### src/core/sys_integ_map.vh
`ifndef SYS_INTEG_MAP_VH
`define SYS_INTEG_MAP_VH
// ==========================================================
// register indices (byte address is low 14 bits of index * 4)
`define IDX_BREAK_STATUS       16'hFE00
`define IDX_RESET_CAUSE        16'hFE01
`define IDX_BREAK_FLAG_CTRL    16'hFE03
`define IDX_IRQ_PEND_TWO       16'hFE04
`define IDX_IRQ_PEND_THREE     16'hFE05
`define IDX_IRQ_PEND_FOUR      16'hFE06
`define IDX_OPTION             16'hFE08
`define IDX_CPU_STATUS         16'hFE09
// ==========================================================
// field positions
`define BSR_EXIT_WAIT_BIT      1
`define RC_LVI_BIT             1
`define RC_MONITOR_ENTRY_RESET_CAUSE_BIT          2
`define RC_BADADDR_BIT         3
`define RC_BADOP_BIT           4
`define RC_WDOG_BIT            5
`define RC_PIN_BIT             6
`define RC_POR_BIT             7
`define BFC_CLEAR_EN_BIT       7
`define OPT_SHORT_REC_BIT      0
`define OPT_WDOG_DIS_BIT       1
// ==========================================================
// reset values
`define RC_RESET_VAL           8'h80
`define OPTION_RESET_VAL       8'h00
`define BFC_RESET_VAL          8'h00
// ==========================================================
// timing: counts in oscillator cycles
`define LONG_RECOVERY_CYC      4096
`define SHORT_RECOVERY_CYC     32
`define PIN_SAMPLE_CYC         32
`define INT_RESET_HOLD_CYC     32
`endif

### src/core/recovery_counter.v
`timescale 1ns/100ps
`default_nettype none
// ==========================================================
// stop recovery counter, held in clear until started
module recovery_counter (
  // clock and reset
  input  wire        i_clk,
  input  wire        i_rstn,
  // control
  input  wire        i_clear,
  input  wire        i_start,
  input  wire [12:0] i_limit,
  // status
  output reg         o_busy,
  output reg         o_done
);

  reg [12:0] count_r;

  // counts i_limit cycles after a start, then pulses done
  always @(posedge i_clk or negedge i_rstn) begin
    if (!i_rstn) begin
      count_r <= 13'h0000;
      o_busy  <= 1'b0;
      o_done  <= 1'b0;
    end else if (i_clear) begin
      count_r <= 13'h0000;
      o_busy  <= 1'b0;
      o_done  <= 1'b0;
    end else if (i_start && !o_busy) begin
      count_r <= 13'h0001;
      o_busy  <= 1'b1;
      o_done  <= 1'b0;
    end else if (o_busy) begin
      if (count_r >= i_limit) begin
        o_busy <= 1'b0;
        o_done <= 1'b1;
      end else begin
        count_r <= count_r + 13'h0001;
        o_done  <= 1'b0;
      end
    end else begin
      o_done <= 1'b0;
    end
  end

endmodule
`default_nettype wire

### src/core/system_integration_unit.v
`timescale 1ns/100ps
`default_nettype none
`include "sys_integ_map.vh"
module system_integration_unit (
  // clock and reset
  input  wire        i_clk,
  input  wire        i_rstn,
  // avalon-mm slave
  input  wire [15:0] i_address,
  input  wire        i_read,
  input  wire        i_write,
  input  wire [31:0] i_writedata,
  output reg  [31:0] o_readdata,
  output reg         o_waitrequest,
  // cpu side
  input  wire        i_cpu_mask,
  input  wire        i_swi_instr,
  input  wire        i_wait_instr,
  input  wire        i_stop_instr,
  output reg         o_clear_cpu_mask,
  output reg         o_cpu_clk_en,
  output reg         o_periph_clk_en,
  output reg         o_osc_clk_en,
  output reg         o_stack_start,
  output reg  [4:0]  o_vector_num,
  output reg         o_vector_valid,
  // interrupt sources 1..24, bit n-1 is source n
  input  wire [23:0] i_irq_pending,
  // break and flag protection
  input  wire        i_break_req,
  output reg         o_break_state,
  output reg         o_flag_clear_allow,
  // reset causes (pulses from on-chip monitors)
  input  wire        i_por,
  input  wire        i_wdog_reset,
  input  wire        i_bad_opcode,
  input  wire        i_bad_addr,
  input  wire        i_monitor_entry,
  input  wire        i_low_voltage,
  // reset pin (open drain)
  input  wire        i_reset_pin,
  output reg         o_reset_pin_out,
  output reg         o_reset_pin_oe,
  output reg         o_internal_reset,
  // watchdog
  output reg         o_watchdog_run
);

  // ==========================================================
  // states
  localparam [1:0] ST_RUN  = 2'b00;
  localparam [1:0] ST_WAIT = 2'b01;
  localparam [1:0] ST_STOP = 2'b10;
  localparam [1:0] ST_REC  = 2'b11;

  localparam [1:0] PS_IDLE  = 2'b00;
  localparam [1:0] PS_HOLD  = 2'b01;
  localparam [1:0] PS_COUNT = 2'b10;

  // ==========================================================
  // state and registers
  reg  [1:0]  mode_r;
  reg  [1:0]  mode_nxt;
  reg  [1:0]  pin_st_r;
  reg  [5:0]  hold_cnt_r;
  reg  [7:0]  rc_r;
  reg  [7:0]  bfc_r;
  reg  [7:0]  option_r;
  reg         exit_wait_r;
  reg  [23:0] irq_s1_r;
  reg  [23:0] irq_s2_r;
  reg         brk_s1_r;
  reg         brk_s2_r;
  reg         pin_s1_r;
  reg         pin_s2_r;
  reg         stack_wait_r;
  reg         pend_rec_r;
  wire        rec_busy;
  wire        rec_done;
  wire [12:0] rec_limit;
  wire        any_irq;
  wire        int_reset_ev;
  wire        rd_clear;
  reg  [7:0]  rd_byte;

  // ==========================================================
  // helpers
  function [4:0] pick_source;
    input [23:0] req;
    integer k;
    begin
      pick_source = 5'h00;
      for (k = 23; k >= 0; k = k - 1) begin
        if (req[k])
          pick_source = k[4:0] + 5'h01;
      end
    end
  endfunction

  function hit;
    input [15:0] addr;
    input [15:0] idx;
    begin
      hit = (addr == {idx[13:0], 2'b00});
    end
  endfunction

  // ==========================================================
  // synchronisers for pins and asynchronous sources
  always @(posedge i_clk or negedge i_rstn) begin
    if (!i_rstn) begin
      irq_s1_r <= 24'h000000;
      irq_s2_r <= 24'h000000;
      brk_s1_r <= 1'b0;
      brk_s2_r <= 1'b0;
      pin_s1_r <= 1'b1;
      pin_s2_r <= 1'b1;
    end else begin
      irq_s1_r <= i_irq_pending;
      irq_s2_r <= irq_s1_r;
      brk_s1_r <= i_break_req;
      brk_s2_r <= brk_s1_r;
      pin_s1_r <= i_reset_pin;
      pin_s2_r <= pin_s1_r;
    end
  end

  // mask blocks maskable sources only; swi not part of this vector
  assign any_irq      = |irq_s2_r && !i_cpu_mask;
  assign int_reset_ev = i_wdog_reset | i_bad_opcode | i_bad_addr | i_monitor_entry | i_low_voltage;
  assign rec_limit    = option_r[`OPT_SHORT_REC_BIT] ? 13'd`SHORT_RECOVERY_CYC
                                                     : 13'd`LONG_RECOVERY_CYC;
  assign rd_clear     = i_read && !o_waitrequest && hit(i_address, `IDX_RESET_CAUSE);

  // ==========================================================
  // stop recovery counter
  recovery_counter u_rec (
    .i_clk   (i_clk),
    .i_rstn  (i_rstn),
    .i_clear (mode_r == ST_STOP && !any_irq),
    .i_start (mode_r == ST_REC),
    .i_limit (rec_limit),
    .o_busy  (rec_busy),
    .o_done  (rec_done)
  );

  // ==========================================================
  // low power sequencing
  always @* begin
    mode_nxt = mode_r;
    case (mode_r)
      ST_RUN: begin
        if (i_stop_instr)
          mode_nxt = ST_STOP;
        else if (i_wait_instr)
          mode_nxt = ST_WAIT;
      end
      ST_WAIT: begin
        if (any_irq || brk_s2_r)
          mode_nxt = ST_RUN;
      end
      ST_STOP: begin
        if (any_irq)
          mode_nxt = ST_REC;
      end
      ST_REC: begin
        if (rec_done)
          mode_nxt = ST_RUN;
      end
      default: mode_nxt = ST_RUN;
    endcase
  end

  always @(posedge i_clk or negedge i_rstn) begin
    if (!i_rstn) begin
      mode_r           <= ST_RUN;
      o_clear_cpu_mask <= 1'b0;
      o_cpu_clk_en     <= 1'b1;
      o_periph_clk_en  <= 1'b1;
      o_osc_clk_en     <= 1'b1;
      o_stack_start    <= 1'b0;
      stack_wait_r     <= 1'b0;
      pend_rec_r       <= 1'b0;
      exit_wait_r      <= 1'b0;
      o_watchdog_run   <= 1'b0;
    end else if (int_reset_ev) begin // reset ends any low power mode
      mode_r           <= ST_RUN;
      o_clear_cpu_mask <= 1'b0;
      o_cpu_clk_en     <= 1'b1;
      o_periph_clk_en  <= 1'b1;
      o_osc_clk_en     <= 1'b1;
      o_stack_start    <= 1'b0;
      stack_wait_r     <= 1'b0;
      pend_rec_r       <= 1'b0;
      o_watchdog_run   <= !option_r[`OPT_WDOG_DIS_BIT];
    end else begin
      mode_r           <= mode_nxt;
      o_clear_cpu_mask <= (mode_r == ST_RUN) && (i_wait_instr || i_stop_instr);
      o_cpu_clk_en     <= (mode_nxt == ST_RUN);
      o_periph_clk_en  <= (mode_nxt != ST_STOP) && (mode_nxt != ST_REC);
      o_osc_clk_en     <= (mode_nxt != ST_STOP) && (mode_nxt != ST_REC);
      // wait wake-up: stacking two cycles after arrival
      stack_wait_r     <= (mode_r == ST_WAIT) && any_irq;
      pend_rec_r       <= (mode_r == ST_REC) && rec_done;
      o_stack_start    <= stack_wait_r || pend_rec_r;
      o_watchdog_run   <= !option_r[`OPT_WDOG_DIS_BIT];
      if (mode_r == ST_WAIT && brk_s2_r && !any_irq)
        exit_wait_r <= 1'b1;
      else if (i_write && !o_waitrequest && hit(i_address, `IDX_BREAK_STATUS)
               && !i_writedata[`BSR_EXIT_WAIT_BIT])
        exit_wait_r <= 1'b0;
    end
  end

  // ==========================================================
  // vector arbitration and break state
  always @(posedge i_clk or negedge i_rstn) begin
    if (!i_rstn) begin
      o_vector_num       <= 5'h00;
      o_vector_valid     <= 1'b0;
      o_break_state      <= 1'b0;
      o_flag_clear_allow <= 1'b1;
    end else begin
      if (brk_s2_r || i_swi_instr) begin
        o_vector_num   <= 5'h00; // software-interrupt vector
        o_vector_valid <= 1'b1;
      end else if (any_irq) begin
        o_vector_num   <= pick_source(irq_s2_r); // lowest number first
        o_vector_valid <= 1'b1;
      end else begin
        o_vector_num   <= 5'h00;
        o_vector_valid <= 1'b0;
      end
      if (brk_s2_r)
        o_break_state <= 1'b1;
      else if (!i_break_req && !brk_s1_r)
        o_break_state <= 1'b0;
      // peripherals gate the second step of their clear on this level
      o_flag_clear_allow <= !(brk_s2_r || o_break_state) || bfc_r[`BFC_CLEAR_EN_BIT];
    end
  end

  // ==========================================================
  // reset pin drive and sampling
  always @(posedge i_clk or negedge i_rstn) begin
    if (!i_rstn) begin
      pin_st_r         <= PS_HOLD;
      hold_cnt_r       <= 6'h00;
      o_reset_pin_out  <= 1'b0;
      o_reset_pin_oe   <= 1'b1;
      o_internal_reset <= 1'b1;
    end else begin
      case (pin_st_r)
        PS_IDLE: begin
          if (int_reset_ev) begin
            pin_st_r         <= PS_HOLD;
            hold_cnt_r       <= 6'h00;
            o_reset_pin_oe   <= 1'b1;
            o_internal_reset <= 1'b1;
          end
        end
        PS_HOLD: begin
          if (hold_cnt_r == 6'd`INT_RESET_HOLD_CYC - 6'h01) begin
            pin_st_r       <= PS_COUNT;
            hold_cnt_r     <= 6'h00;
            o_reset_pin_oe <= 1'b0;
          end else begin
            hold_cnt_r <= hold_cnt_r + 6'h01;
          end
        end
        PS_COUNT: begin
          if (hold_cnt_r == 6'd`PIN_SAMPLE_CYC - 6'h01) begin
            pin_st_r         <= PS_IDLE;
            o_internal_reset <= 1'b0;
          end else begin
            hold_cnt_r <= hold_cnt_r + 6'h01;
          end
        end
        default: pin_st_r <= PS_IDLE;
      endcase
      o_reset_pin_out <= 1'b0;
    end
  end

  // ==========================================================
  // reset cause flags: set wins over read-clear
  always @(posedge i_clk or negedge i_rstn) begin
    if (!i_rstn) begin
      rc_r <= `RC_RESET_VAL; // power-on sets only its own flag
    end else begin
      if (i_por)
        rc_r <= `RC_RESET_VAL;
      else begin
        rc_r[`RC_POR_BIT]     <= rc_r[`RC_POR_BIT] && !rd_clear;
        rc_r[`RC_WDOG_BIT]    <= i_wdog_reset    || (rc_r[`RC_WDOG_BIT] && !rd_clear);
        rc_r[`RC_BADOP_BIT]   <= i_bad_opcode    || (rc_r[`RC_BADOP_BIT] && !rd_clear);
        rc_r[`RC_BADADDR_BIT] <= i_bad_addr      || (rc_r[`RC_BADADDR_BIT] && !rd_clear);
        rc_r[`RC_MONITOR_ENTRY_RESET_CAUSE_BIT]  <= i_monitor_entry || (rc_r[`RC_MONITOR_ENTRY_RESET_CAUSE_BIT] && !rd_clear);
        rc_r[`RC_LVI_BIT]     <= i_low_voltage   || (rc_r[`RC_LVI_BIT] && !rd_clear);
        rc_r[`RC_PIN_BIT]     <= (pin_st_r == PS_COUNT
                                  && hold_cnt_r == 6'd`PIN_SAMPLE_CYC - 6'h01 && !pin_s2_r)
                                 || (rc_r[`RC_PIN_BIT] && !rd_clear);
        rc_r[0]               <= 1'b0;
      end
    end
  end

  // ==========================================================
  // writable registers; pending registers ignore writes
  always @(posedge i_clk or negedge i_rstn) begin
    if (!i_rstn) begin
      bfc_r    <= `BFC_RESET_VAL;
      option_r <= `OPTION_RESET_VAL;
    end else if (i_write && !o_waitrequest) begin
      if (hit(i_address, `IDX_BREAK_FLAG_CTRL))
        bfc_r <= i_writedata[7:0] & 8'h80;
      if (hit(i_address, `IDX_OPTION))
        option_r <= i_writedata[7:0] & 8'h03;
    end
  end

  // ==========================================================
  // read mux
  always @* begin
    rd_byte = 8'h00;
    if (hit(i_address, `IDX_BREAK_STATUS))
      rd_byte = {6'h00, exit_wait_r, 1'b0};
    else if (hit(i_address, `IDX_RESET_CAUSE))
      rd_byte = rc_r;
    else if (hit(i_address, `IDX_BREAK_FLAG_CTRL))
      rd_byte = bfc_r;
    else if (hit(i_address, `IDX_IRQ_PEND_TWO))
      rd_byte = irq_s2_r[13:6];
    else if (hit(i_address, `IDX_IRQ_PEND_THREE))
      rd_byte = irq_s2_r[21:14];
    else if (hit(i_address, `IDX_IRQ_PEND_FOUR))
      rd_byte = {6'h00, irq_s2_r[23:22]};
    else if (hit(i_address, `IDX_OPTION))
      rd_byte = option_r;
    else if (hit(i_address, `IDX_CPU_STATUS))
      rd_byte = {5'h00, o_break_state, mode_r};
  end

  // ==========================================================
  // avalon slave: one wait cycle, answer on second edge
  always @(posedge i_clk or negedge i_rstn) begin
    if (!i_rstn) begin
      o_waitrequest <= 1'b1;
      o_readdata    <= 32'h00000000;
    end else begin
      if ((i_read || i_write) && o_waitrequest) begin
        o_waitrequest <= 1'b0;
        o_readdata    <= {24'h000000, rd_byte};
      end else begin
        o_waitrequest <= 1'b1;
      end
    end
  end

endmodule
`default_nettype wire

### config.mk
export PLATFORM = sky130hd
export DESIGN_NAME = system_integration_unit
export DESIGN_NICKNAME = d
export VERILOG_FILES = /design/src/core/recovery_counter.v /design/src/core/system_integration_unit.v
export VERILOG_INCLUDE_DIRS = /design/src /design/src/core
export SDC_FILE = /design/constraint.sdc
export NUM_CORES = 1
export LEC_CHECK = 0
export ABC_AREA = 1
export BUFFER_PORTS_ARGS = -buffer_cell sky130_fd_sc_hd__buf_2
export CAP_MARGIN = 20
export CORE_UTILIZATION = 30
export DETAILED_ROUTE_END_ITERATION = 8
export GPL_TIMING_DRIVEN = 0
export SLEW_MARGIN = 10
export SYNTH_ARGS = -nofsm -noshare
export SYNTH_HDL_FRONTEND = slang
export SYNTH_SLANG_ARGS = --single-unit
### constraint.sdc
create_clock -name i_clk -period 4.05 [get_ports i_clk]
set_input_delay 0.2025 -clock i_clk [delete_from_list [all_inputs] [get_ports i_clk]]
set_output_delay 0.2025 -clock i_clk [all_outputs]
set_load 0.02 [all_outputs]
==> results.cfg <==
[setup_path]
path_buf_inv = 3
worstPathArrival_ns = 2.44
critPathCaptureType = flop
crit_path_start_kind = flop
crit_top_cell = nand2_1
critPathKind = reg -> reg
critPathTopFamily = simple AND/OR/NAND/NOR gates
path_cells = nor2_1, inv_1, nor3_2, inv_1, nor3_1, nand2_1, nand2_1, nand2_1, nand2_1, buf_4, o32ai_1
slowest_delay_ns = 0.41
crit_path_top_delay_cell = dfrtp_1
required_ns = 4.33
cp_max_fo = 10

[drt]
firstDrtPassIters = 4
drtIter0Drc = 242
ant_nets = 0
drt-total-wl_mm = 11.1
post_drt_via_cell_ratio = 4.22
num_vias = 3920
drc = 0
wl_per_cell_um = 11.9

[cells_and_area]
drive_above_1_share = 0.241
area_growth_pct = 34.7
num-fill-cells = 1592
n_antenna_cell = 0
nets = 794
design_area_sq_um = 6840

[clock_network]
ctsHtreeMaxLevel = 4
cts_root_buffer = clkbuf_16
postCtsSetupBuffers = 0
clock_latency_ns = 0.42
clk_pin_slew_ns = 0.05
cts_tree = yes
cts_buffer_depth = 2
cts_resized = 0
numCtsBuffers = 17
cts_sinks = 114

[synthesis]
synth.distinct_cells = 44
yosysSeqAreaShare = 0.564
synth_edf_count = 0
synth_area_leaders = dfrtp_1, inv_1, nand2_1
synth-seq-cells = 114
async_flop_share = 1.00
syn_area_sq_um = 5080
yosys_most_used_dff = dfrtp_1
yosys_warnings = 0
syn_inst = 542
avgSynthCellArea_sq_um = 9.37
synthMostInstantiatedCell = dfrtp_1
synth_common_cells = dfrtp_1, inv_1, nand2_1
synth_top_area_cell = dfrtp_1
post-synth-top-area-fraction = 0.513

[pwr]
power_leakage_uw = 0.00343
pwr-share-seq = 0.378
comb_power_share = 0.117
power_switching_uw = 796
internal-power_uw = 2510
swShare = 0.241
p_per_area_nw_per_um2 = 484
peakVddDrop_v = 0.000445
pwr-share-clk = 0.504

[floorplan]
num_io_pins = 138
start_util = 0.307
die_area_sq_um = 17400
core_area_sq_um = 16500
die_h_um = 132
die_x_um = 132
num_rows = 47

[global_route]
met1_usage = 0.177
grt_overflow_total = 0
antenna_found_initial = 0
track_usage = 0.138
grtUsageMet2 = 0.218
grt_pass1_wl_mm = 18.4
busiest_layer = met2
grt_max_degree = 64
grt_pass1_vias = 3816
met3_usage = 0.0438

[timing]
clock_skew_ns = 0.00778
fin_crit_sh = 0.534
rsz0062_at_grt = no
finalSetupViolCount = 0
slew_headroom = 0.639
timing.fmax_mhz = 462
fin_setup_tns_ns = 0
tightest_slew_ns = 0.539
period_minus_slack_ns = 2.16
hold_violations = 0
slew_viol_final = 0

[placement]
gp_congestion = 0.835
hpwl_mm = 8.26
portBuffers = 83
placed_area_sq_um = 5890

[run_status]
outcome = completed

[hold_path]
hp-class = in -> reg

[job]
maxCapViolCount = 0
[layout make-up]
type                            count  area, sq um  share of cell area
Buffer                             29          218              0.0318
Clock buffer                       18          429              0.0628
Clock inverter                     14          236              0.0346
Inverter                          106          398              0.0582
Multi-Input combinational cell    317         1690               0.247
Sequential cell                   114         2870               0.419
Tap cell                          220          275              0.0403
Timing Repair Buffer              112          729               0.107
[worst reg2reg max path, delay by kind of cell, from the launching register on]
family | cells | cell delay (ns)
AOI/OAI and AO/OA | 1 | 0.10
DFF | 1 | 0.41
and+or+nand+nor | 7 | 1.16
buffers and inverters | 3 | 0.35
[repair_timing]
action,4_1_cts,5_1_grt
endpoints found under the setup margin,0,0
endpoints found under the hold margin,76,0
hold buffers,28,0
[worst paths after layout]
check                                       start                       endpoint  slack [ns]  depth (start not counted)
hold / removal                        i_swi_instr       o_vector_valid$_DFF_PN0_        0.02                          3
max in group asynchronous                  i_rstn         o_osc_clk_en$_DFF_PN1_        3.03                          3
setup / recovery           irq_s2_r[22]$_DFF_PN0_  u_rec.count_r[10]$_DFFE_PN0P_        1.89                         11
setup reg to reg           irq_s2_r[22]$_DFF_PN0_  u_rec.count_r[10]$_DFFE_PN0P_        1.89                         11
hold reg to reg            irq_s1_r[10]$_DFF_PN0_         irq_s2_r[10]$_DFF_PN0_        0.34                          0
min in group asynchronous                  i_rstn         irq_s1_r[13]$_DFF_PN0_        0.31                          2
[stage by stage]
| stage | instances | setup slack (ns) | power, uW | utilization | hold WS (ns) |
|---|---|---|---|---|---|
| 2_1_floorplan | 566 | 2.28 | 1510 | - | -0.0931 |
| 3_5_place_dp | 870 | 1.90 | 1640 | 0.357 | 0.188 |
| 6_report | 930 | 1.89 | 3310 | 0.414 | 0.0186 |
| 5_1_grt | 930 | 1.60 | 3460 | 0.414 | 0.0254 |
| 3_3_place_gp | 869 | 1.42 | 1630 | 0.355 | 0.310 |
| 4_1_cts | 930 | 1.89 | 3350 | 0.414 | 0.000736 |
[layer usage]
metal  vias up  share of wire  wire, um
met5         -              0         0
met2        80           0.47      5190
met3        15          0.039       432
li1       2008              -         -
met4         0          0.018       204
met1      1817           0.47      5240
[flip-flops by register name, indices dropped and copies added (netlist names), 2 cells and up]
signal         flops
o_vector_num       5
irq_s1_r          24
mode_r             2
o_readdata         8
u_rec.count_r     13
irq_s2_r          24
rc_r               7
hold_cnt_r         6
pin_st_r           2
option_r           2
[power groups by stage]
stage	logic [uW]	clock network (uW)	registers [uW]
after CTS	392	1700	1250
final	389	1670	1250
after global placement	363	0	1270
after detailed placement	369	0	1270
after floorplan	232	0	1280
after global routing	444	1760	1260
[kinds of logic after synthesis]
logic type	after synthesis	share of synthesized area
AND/OR/NAND/NOR	187	0.168
buffers and inverters	135	0.121
flip-flops	114	0.564
AO/OA/AOI/OAI	85	0.104
adder cells (fa/ha/maj)	9	0.0222
XOR/XNOR	9	0.0155
multiplexers	2	0.00444
other	1	0.000739
[layout by cell type (no fill, tap or decap), types with 24 or more instances in the layout]
cell           netlist  routed
dfrtp_1            104     104
inv_1              103     103
nand2_1             82      82
buf_2                0      82
nor2_1              47      47
dlygate4sd3_1        0      28
buf_4               27      27
o21ai_0             26      26
conb_1               1      25
nand3_1             24      24
No activity file was read; power rests on OpenSTA's default activity.
